File: src/core/dcc_defs.vh
/*
 * constants for the dual capture/compare unit: register offsets,
 * control field layout, mode codes and reset values.
 * assumes it is included by bare name from the design files.
 */
`ifndef DCC_DEFS_VH
`define DCC_DEFS_VH

// register offsets on the plain register port
`define DCC_OFS_CH1_LOW 4'h0
`define DCC_OFS_CH1_HIGH 4'h1
`define DCC_OFS_CH1_CTRL 4'h2
`define DCC_OFS_CH2_LOW 4'h3
`define DCC_OFS_CH2_HIGH 4'h4
`define DCC_OFS_CH2_CTRL 4'h5
`define DCC_OFS_TSEL 4'h6
`define DCC_OFS_FLAGS 4'h7

// control register layout
`define DCC_CTRL_MODE_MSB 3
`define DCC_CTRL_MODE_LSB 0
`define DCC_CTRL_IMPL_MASK 8'h3f

// mode field codes
`define DCC_MODE_OFF 4'h0
`define DCC_MODE_CMP_TOGGLE 4'h2
`define DCC_MODE_CAP_FALL 4'h4
`define DCC_MODE_CAP_RISE 4'h5
`define DCC_MODE_CAP_RISE4 4'h6
`define DCC_MODE_CAP_RISE16 4'h7
`define DCC_MODE_CMP_SET 4'h8
`define DCC_MODE_CMP_CLR 4'h9
`define DCC_MODE_CMP_SWI 4'ha
`define DCC_MODE_CMP_TRIG 4'hb

// prescaler terminal counts (events minus one)
`define DCC_PRE4_LAST 4'h3
`define DCC_PRE16_LAST 4'hf

// reset values
`define DCC_CTRL_RESET 8'h00
`define DCC_VALUE_RESET 16'h0000
`define DCC_TSEL_RESET 2'h0
`define DCC_FLAGS_RESET 2'h0

`endif

File: src/core/dcc_unit.v
/*
 * dual capture/compare unit: two 16-bit channels that capture a timer
 * count on pin edges or compare against a timer and act on a match.
 * assumes: timer counts and the converter enable come from logic on
 * sys_clk; the pin inputs are asynchronous; the register master obeys
 * single-cycle strobes and never asserts read and write together.
 */
`timescale 1ns/1ps
`include "dcc_defs.vh"

// Contract
// - each channel keeps low byte, high byte and control, all readable and writable
// - capture copies full 16-bit count of selected timer into channel value
// - capture event: falling, rising, every 4th or 16th rising edge
// - capture sets channel flag; it stays until software clears it
// - a newer capture overwrites an unread older value
// - edges are taken from the pin level even when it is an output
// - timer choice per channel comes from selection bits in timer control
// - prescaler counter clears when channel is off or not capturing
// - changing prescale directly keeps the counter; software writes zero first
// - compare mode matches value against selected timer every cycle
// - on match output goes high, low, toggles or stays per mode
// - a compare match sets the channel flag
// - writing zero to control forces compare output latch low
// - software interrupt compare only sets the flag, pin untouched
// - channel 1 trigger resets its selected timer, making a period
// - channel 2 trigger resets its timer and starts conversion if enabled
// - trigger reset of a timer never sets that timer's overflow flag
// - mode 0000 turns the channel off and clears its state
// - capture codes 0100 fall, 0101 rise, 0110 fourth, 0111 sixteenth
// - compare codes 0010 toggle, 1000 low then high, 1001 high then low
// - 1010 software interrupt compare, 1011 trigger compare; both flag
module dcc_unit (
   // clock and reset
   input wire sys_clk,
   input wire nrst,
   // register port
   input wire [3:0] reg_addr,
   input wire [7:0] reg_wdata,
   input wire reg_wr,
   input wire reg_rd,
   output reg [7:0] reg_rdata,
   // channel pins, bit 0 is channel 1
   input wire [1:0] chan_pin,
   output reg [1:0] chan_out,
   // timers and converter
   input wire [15:0] first_timer_count,
   input wire [15:0] third_timer_count,
   input wire adc_enabled,
   output reg first_timer_reset,
   output reg third_timer_reset,
   output reg adc_start,
   // event flags
   output reg chan1_event_flag,
   output reg chan2_event_flag
);

   // mode classification helpers
   function is_capture;
      input [3:0] m;
      begin
         is_capture = (m == `DCC_MODE_CAP_FALL) ||
            (m == `DCC_MODE_CAP_RISE) || (m == `DCC_MODE_CAP_RISE4) ||
            (m == `DCC_MODE_CAP_RISE16);
      end
   endfunction

   function is_compare;
      input [3:0] m;
      begin
         is_compare = (m == `DCC_MODE_CMP_TOGGLE) ||
            (m == `DCC_MODE_CMP_SET) || (m == `DCC_MODE_CMP_CLR) ||
            (m == `DCC_MODE_CMP_SWI) || (m == `DCC_MODE_CMP_TRIG);
      end
   endfunction

   reg [15:0] value [0:1];
   reg [7:0] ctrl [0:1];
   reg [1:0] timer_sel; // bit set: channel uses the third timer
   reg [1:0] pin_meta;
   reg [1:0] pin_sync;
   reg [1:0] pin_prev;
   reg [3:0] pre_cnt [0:1];
   reg [1:0] match_prev;
   reg [1:0] trig;

   reg [1:0] cap_event;
   reg [1:0] match_now;
   reg [1:0] match_rise;
   reg [3:0] mode [0:1];
   reg [15:0] tcount [0:1];
   reg [1:0] edge_rise;
   reg [1:0] edge_fall;
   reg [1:0] wr_ctrl;
   // loop index of the clocked channel process only; the decode process
   // keeps a private index so that no variable has two driving processes
   integer i;

   // pin level is sampled regardless of direction
   // the pins are asynchronous, so only pin_sync may feed any logic;
   // pin_prev is the third stage, kept solely for edge detection.
   // limitation: a pulse shorter than one clock period may be missed,
   // and edges closer than one clock apart merge into one
   always @(posedge sys_clk or negedge nrst) begin
      if (!nrst) begin
         pin_meta <= 2'h0;
         pin_sync <= 2'h0;
         pin_prev <= 2'h0;
      end else begin
         pin_meta <= chan_pin;
         pin_sync <= pin_meta;
         pin_prev <= pin_sync;
      end
   end

   // per-channel decode of mode, timer, edges and capture event
   // the prescaler compare uses the counter before this edge's update,
   // so the fourth or sixteenth edge itself fires the capture
   always @* begin : chan_decode
      integer i;
      i = 0;
      for (i = 0; i < 2; i = i + 1) begin
         mode[i] = ctrl[i][`DCC_CTRL_MODE_MSB:`DCC_CTRL_MODE_LSB];
         tcount[i] = timer_sel[i] ? third_timer_count : first_timer_count;
         edge_rise[i] = pin_sync[i] & ~pin_prev[i];
         edge_fall[i] = ~pin_sync[i] & pin_prev[i];
         wr_ctrl[i] = 1'b0;
         cap_event[i] = 1'b0;
         case (mode[i])
            `DCC_MODE_CAP_FALL: begin
               cap_event[i] = edge_fall[i];
            end
            `DCC_MODE_CAP_RISE: begin
               cap_event[i] = edge_rise[i];
            end
            `DCC_MODE_CAP_RISE4: begin
               cap_event[i] = edge_rise[i] &&
                  (pre_cnt[i] >= `DCC_PRE4_LAST);
            end
            `DCC_MODE_CAP_RISE16: begin
               cap_event[i] = edge_rise[i] &&
                  (pre_cnt[i] == `DCC_PRE16_LAST);
            end
            default: begin
               cap_event[i] = 1'b0;
            end
         endcase
         match_now[i] = is_compare(mode[i]) && (value[i] == tcount[i]);
         // act once per match so a stalled timer cannot re-toggle
         match_rise[i] = match_now[i] & ~match_prev[i];
      end
      wr_ctrl[0] = reg_wr && (reg_addr == `DCC_OFS_CH1_CTRL);
      wr_ctrl[1] = reg_wr && (reg_addr == `DCC_OFS_CH2_CTRL);
   end

   // channel value, control, prescaler and compare output
   // a capture in the cycle of a byte write wins, as it comes later in
   // this process; a fresh event is worth more than a stale write.
   // the compare latch acts only on the rising of equality, so a timer
   // that stops on the match value cannot toggle the pin again
   always @(posedge sys_clk or negedge nrst) begin
      if (!nrst) begin
         for (i = 0; i < 2; i = i + 1) begin
            value[i] <= `DCC_VALUE_RESET;
            ctrl[i] <= `DCC_CTRL_RESET;
            pre_cnt[i] <= 4'h0;
         end
         timer_sel <= `DCC_TSEL_RESET;
         match_prev <= 2'h0;
         chan_out <= 2'h0;
      end else begin
         match_prev <= match_now;
         if (reg_wr && reg_addr == `DCC_OFS_CH1_LOW) begin
            value[0][7:0] <= reg_wdata;
         end else if (reg_wr && reg_addr == `DCC_OFS_CH1_HIGH) begin
            value[0][15:8] <= reg_wdata;
         end else if (reg_wr && reg_addr == `DCC_OFS_CH2_LOW) begin
            value[1][7:0] <= reg_wdata;
         end else if (reg_wr && reg_addr == `DCC_OFS_CH2_HIGH) begin
            value[1][15:8] <= reg_wdata;
         end else if (reg_wr && reg_addr == `DCC_OFS_TSEL) begin
            timer_sel <= reg_wdata[1:0];
         end
         for (i = 0; i < 2; i = i + 1) begin
            if (wr_ctrl[i]) begin
               ctrl[i] <= reg_wdata & `DCC_CTRL_IMPL_MASK;
            end
            // newer capture overwrites; wins over a byte write
            if (cap_event[i]) begin
               value[i] <= tcount[i];
            end
            // a direct prescale change keeps the count
            if (!is_capture(mode[i])) begin
               pre_cnt[i] <= 4'h0;
            end else if (edge_rise[i]) begin
               if (cap_event[i]) begin
                  pre_cnt[i] <= 4'h0;
               end else begin
                  pre_cnt[i] <= pre_cnt[i] + 4'h1;
               end
            end
            if (wr_ctrl[i]) begin
               // set and clear modes initialise the latch
               if (reg_wdata[3:0] == `DCC_MODE_OFF) begin
                  chan_out[i] <= 1'b0;
               end else if (reg_wdata[3:0] == `DCC_MODE_CMP_SET) begin
                  chan_out[i] <= 1'b0;
               end else if (reg_wdata[3:0] == `DCC_MODE_CMP_CLR) begin
                  chan_out[i] <= 1'b1;
               end
            end else if (match_rise[i]) begin
               // software interrupt and trigger leave pin alone
               case (mode[i])
                  `DCC_MODE_CMP_TOGGLE: begin
                     chan_out[i] <= ~chan_out[i];
                  end
                  `DCC_MODE_CMP_SET: begin
                     chan_out[i] <= 1'b1;
                  end
                  `DCC_MODE_CMP_CLR: begin
                     chan_out[i] <= 1'b0;
                  end
                  default: begin
                     chan_out[i] <= chan_out[i];
                  end
               endcase
            end
         end
      end
   end

   // special event triggers, one-cycle pulses to the timers
   // written out per channel so that this process shares no loop index
   // with the clocked logic above
   always @* begin
      trig[0] = match_rise[0] && (mode[0] == `DCC_MODE_CMP_TRIG);
      trig[1] = match_rise[1] && (mode[1] == `DCC_MODE_CMP_TRIG);
   end

   // the timer clear is registered, so the timer sees it one clock after
   // the match and the period is the compare value plus two counts.
   // both channels may clear the same timer in one cycle; the pulses
   // simply merge, which is harmless for a clear.
   // a trigger never drives an overflow line: the timer keeps its
   // overflow flag to its own wrap, not to this clear

   always @(posedge sys_clk or negedge nrst) begin
      if (!nrst) begin
         first_timer_reset <= 1'b0;
         third_timer_reset <= 1'b0;
         adc_start <= 1'b0;
      end else begin
         // channel 1 trigger clears its selected timer
         // channel 2 trigger clears its timer too
         // a separate reset line, not an overflow
         first_timer_reset <= (trig[0] & ~timer_sel[0]) |
            (trig[1] & ~timer_sel[1]);
         third_timer_reset <= (trig[0] & timer_sel[0]) |
            (trig[1] & timer_sel[1]);
         // conversion start only while converter enabled
         adc_start <= trig[1] & adc_enabled;
      end
   end

   // event flags: a hardware set in the clearing cycle wins
   // losing a clear is safe, software sees the flag again; losing an
   // event would be silent, so the set takes priority.
   // the flags register is written whole: writing zero clears, and a
   // write of one sets the flag by hand for test purposes
   always @(posedge sys_clk or negedge nrst) begin
      if (!nrst) begin
         chan1_event_flag <= 1'b0;
         chan2_event_flag <= 1'b0;
      end else begin
         // flags stick until software writes zero
         if (cap_event[0] || match_rise[0]) begin
            chan1_event_flag <= 1'b1;
         end else if (reg_wr && reg_addr == `DCC_OFS_FLAGS) begin
            chan1_event_flag <= reg_wdata[0];
         end
         if (cap_event[1] || match_rise[1]) begin
            chan2_event_flag <= 1'b1;
         end else if (reg_wr && reg_addr == `DCC_OFS_FLAGS) begin
            chan2_event_flag <= reg_wdata[1];
         end
      end
   end

   // read data, valid the cycle after the read strobe only
   // reads have no side effects: a flag read does not clear the flag,
   // and the two value bytes are not latched as a pair, so software
   // reading a live capture should read the flag, then both bytes.
   // idle read data is zero so a shared read bus can be or-ed together
   always @(posedge sys_clk or negedge nrst) begin
      if (!nrst) begin
         reg_rdata <= 8'h00;
      end else if (!reg_rd) begin
         reg_rdata <= 8'h00;
      end else if (reg_addr == `DCC_OFS_CH1_LOW) begin
         reg_rdata <= value[0][7:0];
      end else if (reg_addr == `DCC_OFS_CH1_HIGH) begin
         reg_rdata <= value[0][15:8];
      end else if (reg_addr == `DCC_OFS_CH1_CTRL) begin
         reg_rdata <= ctrl[0];
      end else if (reg_addr == `DCC_OFS_CH2_LOW) begin
         reg_rdata <= value[1][7:0];
      end else if (reg_addr == `DCC_OFS_CH2_HIGH) begin
         reg_rdata <= value[1][15:8];
      end else if (reg_addr == `DCC_OFS_CH2_CTRL) begin
         reg_rdata <= ctrl[1];
      end else if (reg_addr == `DCC_OFS_TSEL) begin
         reg_rdata <= {6'h00, timer_sel};
      end else if (reg_addr == `DCC_OFS_FLAGS) begin
         reg_rdata <= {6'h00, chan2_event_flag, chan1_event_flag};
      end else begin
         reg_rdata <= 8'h00; // unmapped reads as zero
      end
   end

endmodule // dcc_unit

File: config.mk
export PLATFORM = sky130hd
export DESIGN_NAME = dcc_unit
export DESIGN_NICKNAME = d
export VERILOG_FILES = /design/src/core/dcc_unit.v
export VERILOG_INCLUDE_DIRS = /design/src /design/src/core
export SDC_FILE = /design/constraint.sdc
export NUM_CORES = 1
export LEC_CHECK = 0
export ABC_CLOCK_PERIOD_IN_PS = 4100
export BUFFER_PORTS_ARGS = -buffer_cell sky130_fd_sc_hd__buf_2
export CAP_MARGIN = 20
export CORE_UTILIZATION = 55
export DETAILED_ROUTE_END_ITERATION = 12
export PLACE_DENSITY = 0.89
export SYNTH_ARGS = -nofsm -noshare
export SYNTH_HDL_FRONTEND = slang
export SYNTH_SLANG_ARGS = --single-unit
export TNS_END_PERCENT = 100
File: constraint.sdc
create_clock -name sys_clk -period 4.1 [get_ports sys_clk]
set_input_delay 0.615 -clock sys_clk [delete_from_list [all_inputs] [get_ports sys_clk]]
set_output_delay 0.615 -clock sys_clk [all_outputs]
set_load 0.03 [all_outputs]
# ---- Word level (Yosys, flattened, before mapping)
# Index checks and enable logic that the tools add are counted.
dict set report classes {
  n_addsub 2
  order_cmp 2
  n_eq_ne 39
  n_mux 42
  n_bitwise 27
  n_reduce_logical 50
}
# op n
set op_table {}
lappend op_table {{$mux W16} 6}
lappend op_table {{$mux W8} 12}
lappend op_table {{$eq A4 B3 Y1 const B} 12}
lappend op_table {{$eq A4 B4 Y1 const B} 12}
lappend op_table {{$eq A16 B16 Y1} 2}
lappend op_table {{$mux W4} 6}
lappend op_table {{$eq A4 B2 Y1 const B} 4}
lappend op_table {{$logic_and A1 B1 Y1} 16}
lappend op_table {{$logic_or A1 B1 Y1} 16}
lappend op_table {{$reduce_bool A2 Y1} 8}
lappend op_table {{$not A1 Y1} 14}
lappend op_table {{$ne A2 B2 Y1 const B} 6}
lappend op_table {{$and A1 B1 Y1} 11}
lappend op_table {{$mux W1} 11}
lappend op_table {{$reduce_and A3 Y1} 3}
lappend op_table {{$add A4 B1 Y4 const B} 2}
lappend op_table {{$ge A4 B2 Y1 const B} 2}
lappend op_table {{$logic_not A4 Y1} 2}
lappend op_table {{$ne A4 B1 Y1 const B} 2}
lappend op_table {{$pmux W1 S4} 2}
lappend op_table {{$reduce_bool A4 Y1} 2}
lappend op_table {{$mux W6} 1}
lappend op_table {{$pmux W1 S3} 2}
lappend op_table {{$reduce_and A5 Y1} 1}
lappend op_table {{5 further kinds} 7}
dict set report totals {
  ff_bits 77
  in_bits 51
}

# ---- Depth between registers and ports, before layout
dict set report depth {
  word_depth 10
  ltp_mapped 8
}

# ---- Worst setup path before layout
# OpenSTA, ideal clock, no wires.
dict set report synth_path {
  path_type {input to register}
  startpoint {input port reg_addr[1]}
  endpoint {register value[16] (netlist name)}
  setup_time_ns 0.133
  t_arrival_ns 2.102
  t_required_ns 3.967
  path_slack_ns 1.865
  path_stages 6
  n_path_buf 2
  path_cell_list {clkbuf_1 > nor4_1 > clkbuf_1 > nand2_1 > a211oi_1 > a21oi_1}
}
dict set report synth_between {
  elab_chain_cells 3
}
# element line
set synth_rtl {}
lappend synth_rtl {{start, declared} dcc_unit.v:38} ;# input wire [3:0] reg_addr,
lappend synth_rtl {{$logic_not A4 Y1 (no source line)} --}
lappend synth_rtl {{$logic_and A1 B1 Y1 (no source line)} --}
lappend synth_rtl {{$reduce_bool A2 Y1 (no source line)} --}
lappend synth_rtl {{end signal, assigned by index} dcc_unit.v:164} ;# value[i] <= `DCC_VALUE_RESET;
lappend synth_rtl {{end signal, assigned by index} dcc_unit.v:190} ;# value[i] <= tcount[i];
lappend synth_rtl {{end, declared} dcc_unit.v:77} ;# reg [15:0] value [0:1];
# Every way passes these cells.
# A chain may end at the register's enable or synchronous reset.

# ---- Final worst setup path
dict set report layout_path {
  startpoint {register timer_sel[1]}
  endpoint {register chan_out[1]}
}
dict set report layout_between {
  elab_chain_cells 6
}
# element line
set layout_rtl {}
lappend layout_rtl {{start, declared} dcc_unit.v:79} ;# reg [1:0] timer_sel;
lappend layout_rtl {{start signal, assigned} dcc_unit.v:168} ;# timer_sel <= `DCC_TSEL_RESET;
lappend layout_rtl {{start signal, assigned} dcc_unit.v:182} ;# timer_sel <= reg_wdata[1:0];
lappend layout_rtl {{$mux W16} dcc_unit.v:124} ;# tcount[i] = timer_sel[i] ? third_timer_count : first_timer_count;
lappend layout_rtl {{$eq A16 B16 Y1} dcc_unit.v:148} ;# match_now[i] = is_compare(mode[i]) && (value[i] == tcount[i]);
lappend layout_rtl {{$logic_and A1 B1 Y1} dcc_unit.v:148}
lappend layout_rtl {{$and A1 B1 Y1} dcc_unit.v:150} ;# match_rise[i] = match_now[i] & ~match_prev[i];
lappend layout_rtl {{$reduce_bool A2 Y1 (no source line)} --}
lappend layout_rtl {{$reduce_and A3 Y1 (no source line)} --}
lappend layout_rtl {{end signal, assigned by index} dcc_unit.v:215} ;# chan_out[i] <= ~chan_out[i];
lappend layout_rtl {{end signal, assigned by index} dcc_unit.v:224} ;# chan_out[i] <= chan_out[i];
lappend layout_rtl {{end, declared} dcc_unit.v:45} ;# output reg [1:0] chan_out,
# Every way passes these cells.

==> impl_metrics.json <==
{
  "outcome": "complete, no violations",
  "hold_path_depth": 1,
  "drc": 0,
  "grt_max_degree": 78,
  "io_buffers": 65,
  "ys_ff_latch": 77,
  "async_flop_share_pct": 100,
  "yosys_warnings": 0,
  "reg2reg_depth": 6,
  "core_area_sq_mm": 0.00822,
  "tightest_slew_ns": 0.981,
  "holdPathEnd": "pin_meta[0]",
  "startpoint_type": "flip-flop",
  "power.density_mw_per_mm2": 537,
  "nNetsFinal": 592,
  "clock_path_buffers": 2,
  "start_util_pct": 56.7,
  "p_leak_nw": 2.32,
  "synth_fp_nets": 539,
  "groute.usage.overall_pct": 31.9,
  "ctsResizeCount": 0,
  "io_pins": 66,
  "clock-sinks": 77,
  "wl_per_cell_um": 20.3,
  "overflow": 0,
  "slew-limit-headroom_pct": 34.5,
  "clk_pin_slew_ns": 0.09,
  "ant_nets": 0,
  "clock.fmax_ghz": 0.348,
  "syn_avg_cell_area_sq_um": 9.59,
  "cp-end-kind": "flip-flop",
  "final.setup.worst_slack_ns": 1.23,
  "yosysTopAreaCell": "dfrtp_1",
  "root_buffer": "clkbuf_8",
  "wirelength_mm": 13.2,
  "core.rowCount": 33,
  "cts_tree": "built",
  "ctsHoldBuffers": 0,
  "rr_endpoint": "chan_out[1]",
  "synth_cells": 486,
  "period_minus_slack_ns": 2.87,
  "yosysTopAreaCellShare_pct": 41.3,
  "period_share_pct": 70.0,
  "cts_buffers": 9,
  "hold_ws_ns": 0.350,
  "r2r-start": "timer_sel[1]",
  "r2r_slack_ns": 1.23,
  "drt-initial-drc-count": 505,
  "cp_max_fo": 18,
  "vias_per_cell": 6.49,
  "n_fill_cell": 648,
  "dr.pass1.iters": 5,
  "drv_slew": 0,
  "dpl.hpwl_mm": 9.45,
  "grt_pass1_vias": 4169,
  "die_area_sq_mm": 0.00885,
  "drive_gt1_share_pct": 22.6,
  "grt_pass1_wl_mm": 21.0,
  "hold_violations": 0,
  "die_h_um": 94.1,
  "post_cts_buffers": 0,
  "dp_slack_ns": 1.34,
  "synth.cell_area_sq_mm": 0.00466,
  "rsz0062_at_grt": "no",
  "setup_viol": 0,
  "hold_class": "in -> reg",
  "synth.distinct_cells": 48,
  "antenna_found_initial": 0,
  "final_cell_mix": "dfrtp_1 (77), buf_2 (64), nand2_1 (39), a21oi_1 (39), mux2i_1 (38)",
  "die_x_um": 94.1,
  "cp.required_ns": 4.35,
  "area_growth_pct": 12.6,
  "insertion_delay_ns": 0.36,
  "insertedDiodeCount": 0,
  "seq_area_frac_synth_pct": 41.3,
  "crit_type": "reg -> reg",
  "synth_ff_type": "dfrtp_1",
  "fin_skew_ns": 0.0154,
  "setup_tns_ns": 0,
  "synth-edff-count": 0,
  "vias": 4212,
  "final_common_cell": "dfrtp_1",
  "hold_start": "chan_pin[0]",
  "max_cap_viol_count": 0,
  "critPathArrivalTime_ns": 3.12,
  "gp_congestion": 1.01,
  "cts_htree_levels": 3,
  "irDropWorstVdd_v": 0.000306,
  "synth_area_leaders": "dfrtp_1 (41%), mux2i_1 (8.2%), mux2_2 (7.5%)"
}
## synth_stat cells, drive strengths merged, types with 6 or more instances
library cell / instances
dfrtp: 77
a21oi: 39
mux2i: 39
nand2: 39
o21ai: 34
xnor2: 32
mux2: 31
nor2: 24
clkbuf: 22
and3: 19
a211oi: 18
nor3: 12
nand2b: 10
nand3: 10
inv: 9
nor4: 8
nand3b: 6
## registers in the layout, indices dropped and copies added, names as in the netlist, 2 cells and up
register,count
match_prev,2
timer_sel,2
pin_prev,2
ctrl,12
pin_meta,2
value,32
pre_cnt,8
reg_rdata,8
pin_sync,2
chan_out,2
## logic make-up (layout without fill, tap and decap cells)
logic type	after synthesis	in the layout	share of synthesized area (%)
simple gates	151	151	17.0
fa+ha+maj	2	2	0.537
mux	70	70	15.9
compound gates	119	119	15.8
flops	77	77	41.3
xor+xnor	32	32	6.01
buf+inv	35	93	3.38
## metrics by stage
| step | utilization [%] | instances | instance area, sq um | total power [mW] |
|---|---|---|---|---|
| final | 63.9 | 649 | 5250 | 2.82 |
| after detailed placement | 61.2 | 633 | 5030 | 2.17 |
| after global routing | 63.9 | 649 | 5250 | 2.97 |
| after CTS | 63.9 | 649 | 5250 | 2.80 |
| after floorplan | - | 486 | 4660 | 1.92 |
| after global placement | 61.2 | 633 | 5030 | 2.13 |
## worst max-delay path by stage
stage                     cells past startpoint          from     endpoint
after global placement                        6  timer_sel[1]  chan_out[1]
after global routing                          6  timer_sel[1]  chan_out[1]
after CTS                                     6  timer_sel[1]  chan_out[1]
after detailed placement                      6  timer_sel[1]  chan_out[1]
after floorplan                               6   reg_addr[1]    value[16]
final                                         6  timer_sel[1]  chan_out[1]
## routing by layer
layer  up-vias  part of all wire [%]  wire length, um  global-route usage [%]
met4         0                   4.3              569                    17.7
li1       1878                     -                -                       -
met5         -                     0                0                       0
met2       275                    46             5990                    47.5
met1      2010                    40             5310                    43.4
met3        49                   9.9             1300                    6.47
## where the power goes
| group | internal [mW] | switching [mW] |
|---|---|---|
| Clock | 0.321 | 0.305 |
| Combinational | 0.475 | 0.472 |
| Sequential | 0.974 | 0.271 |
| Total | 1.77 | 1.05 |
## final cells by class
cell class	instances	area, sq um	area share (%)
Multi-Input combinational cell	374	2590	49.3
Sequential cell	77	1930	36.7
Timing Repair Buffer	68	350	6.68
Clock buffer	11	151	2.89
Tap cell	105	131	2.50
Clock inverter	5	65.1	1.24
Inverter	9	33.8	0.644
## worst max-delay path, cell delays in order (launching register included)
cell,delay (ns)
dfrtp_1,0.97
mux2i_1,0.36
xnor2_1,0.12
nor4_1,0.32
nand3_1,0.25
or4_1,0.52
a31o_1,0.22
Power figures use the tool's default switching activity.
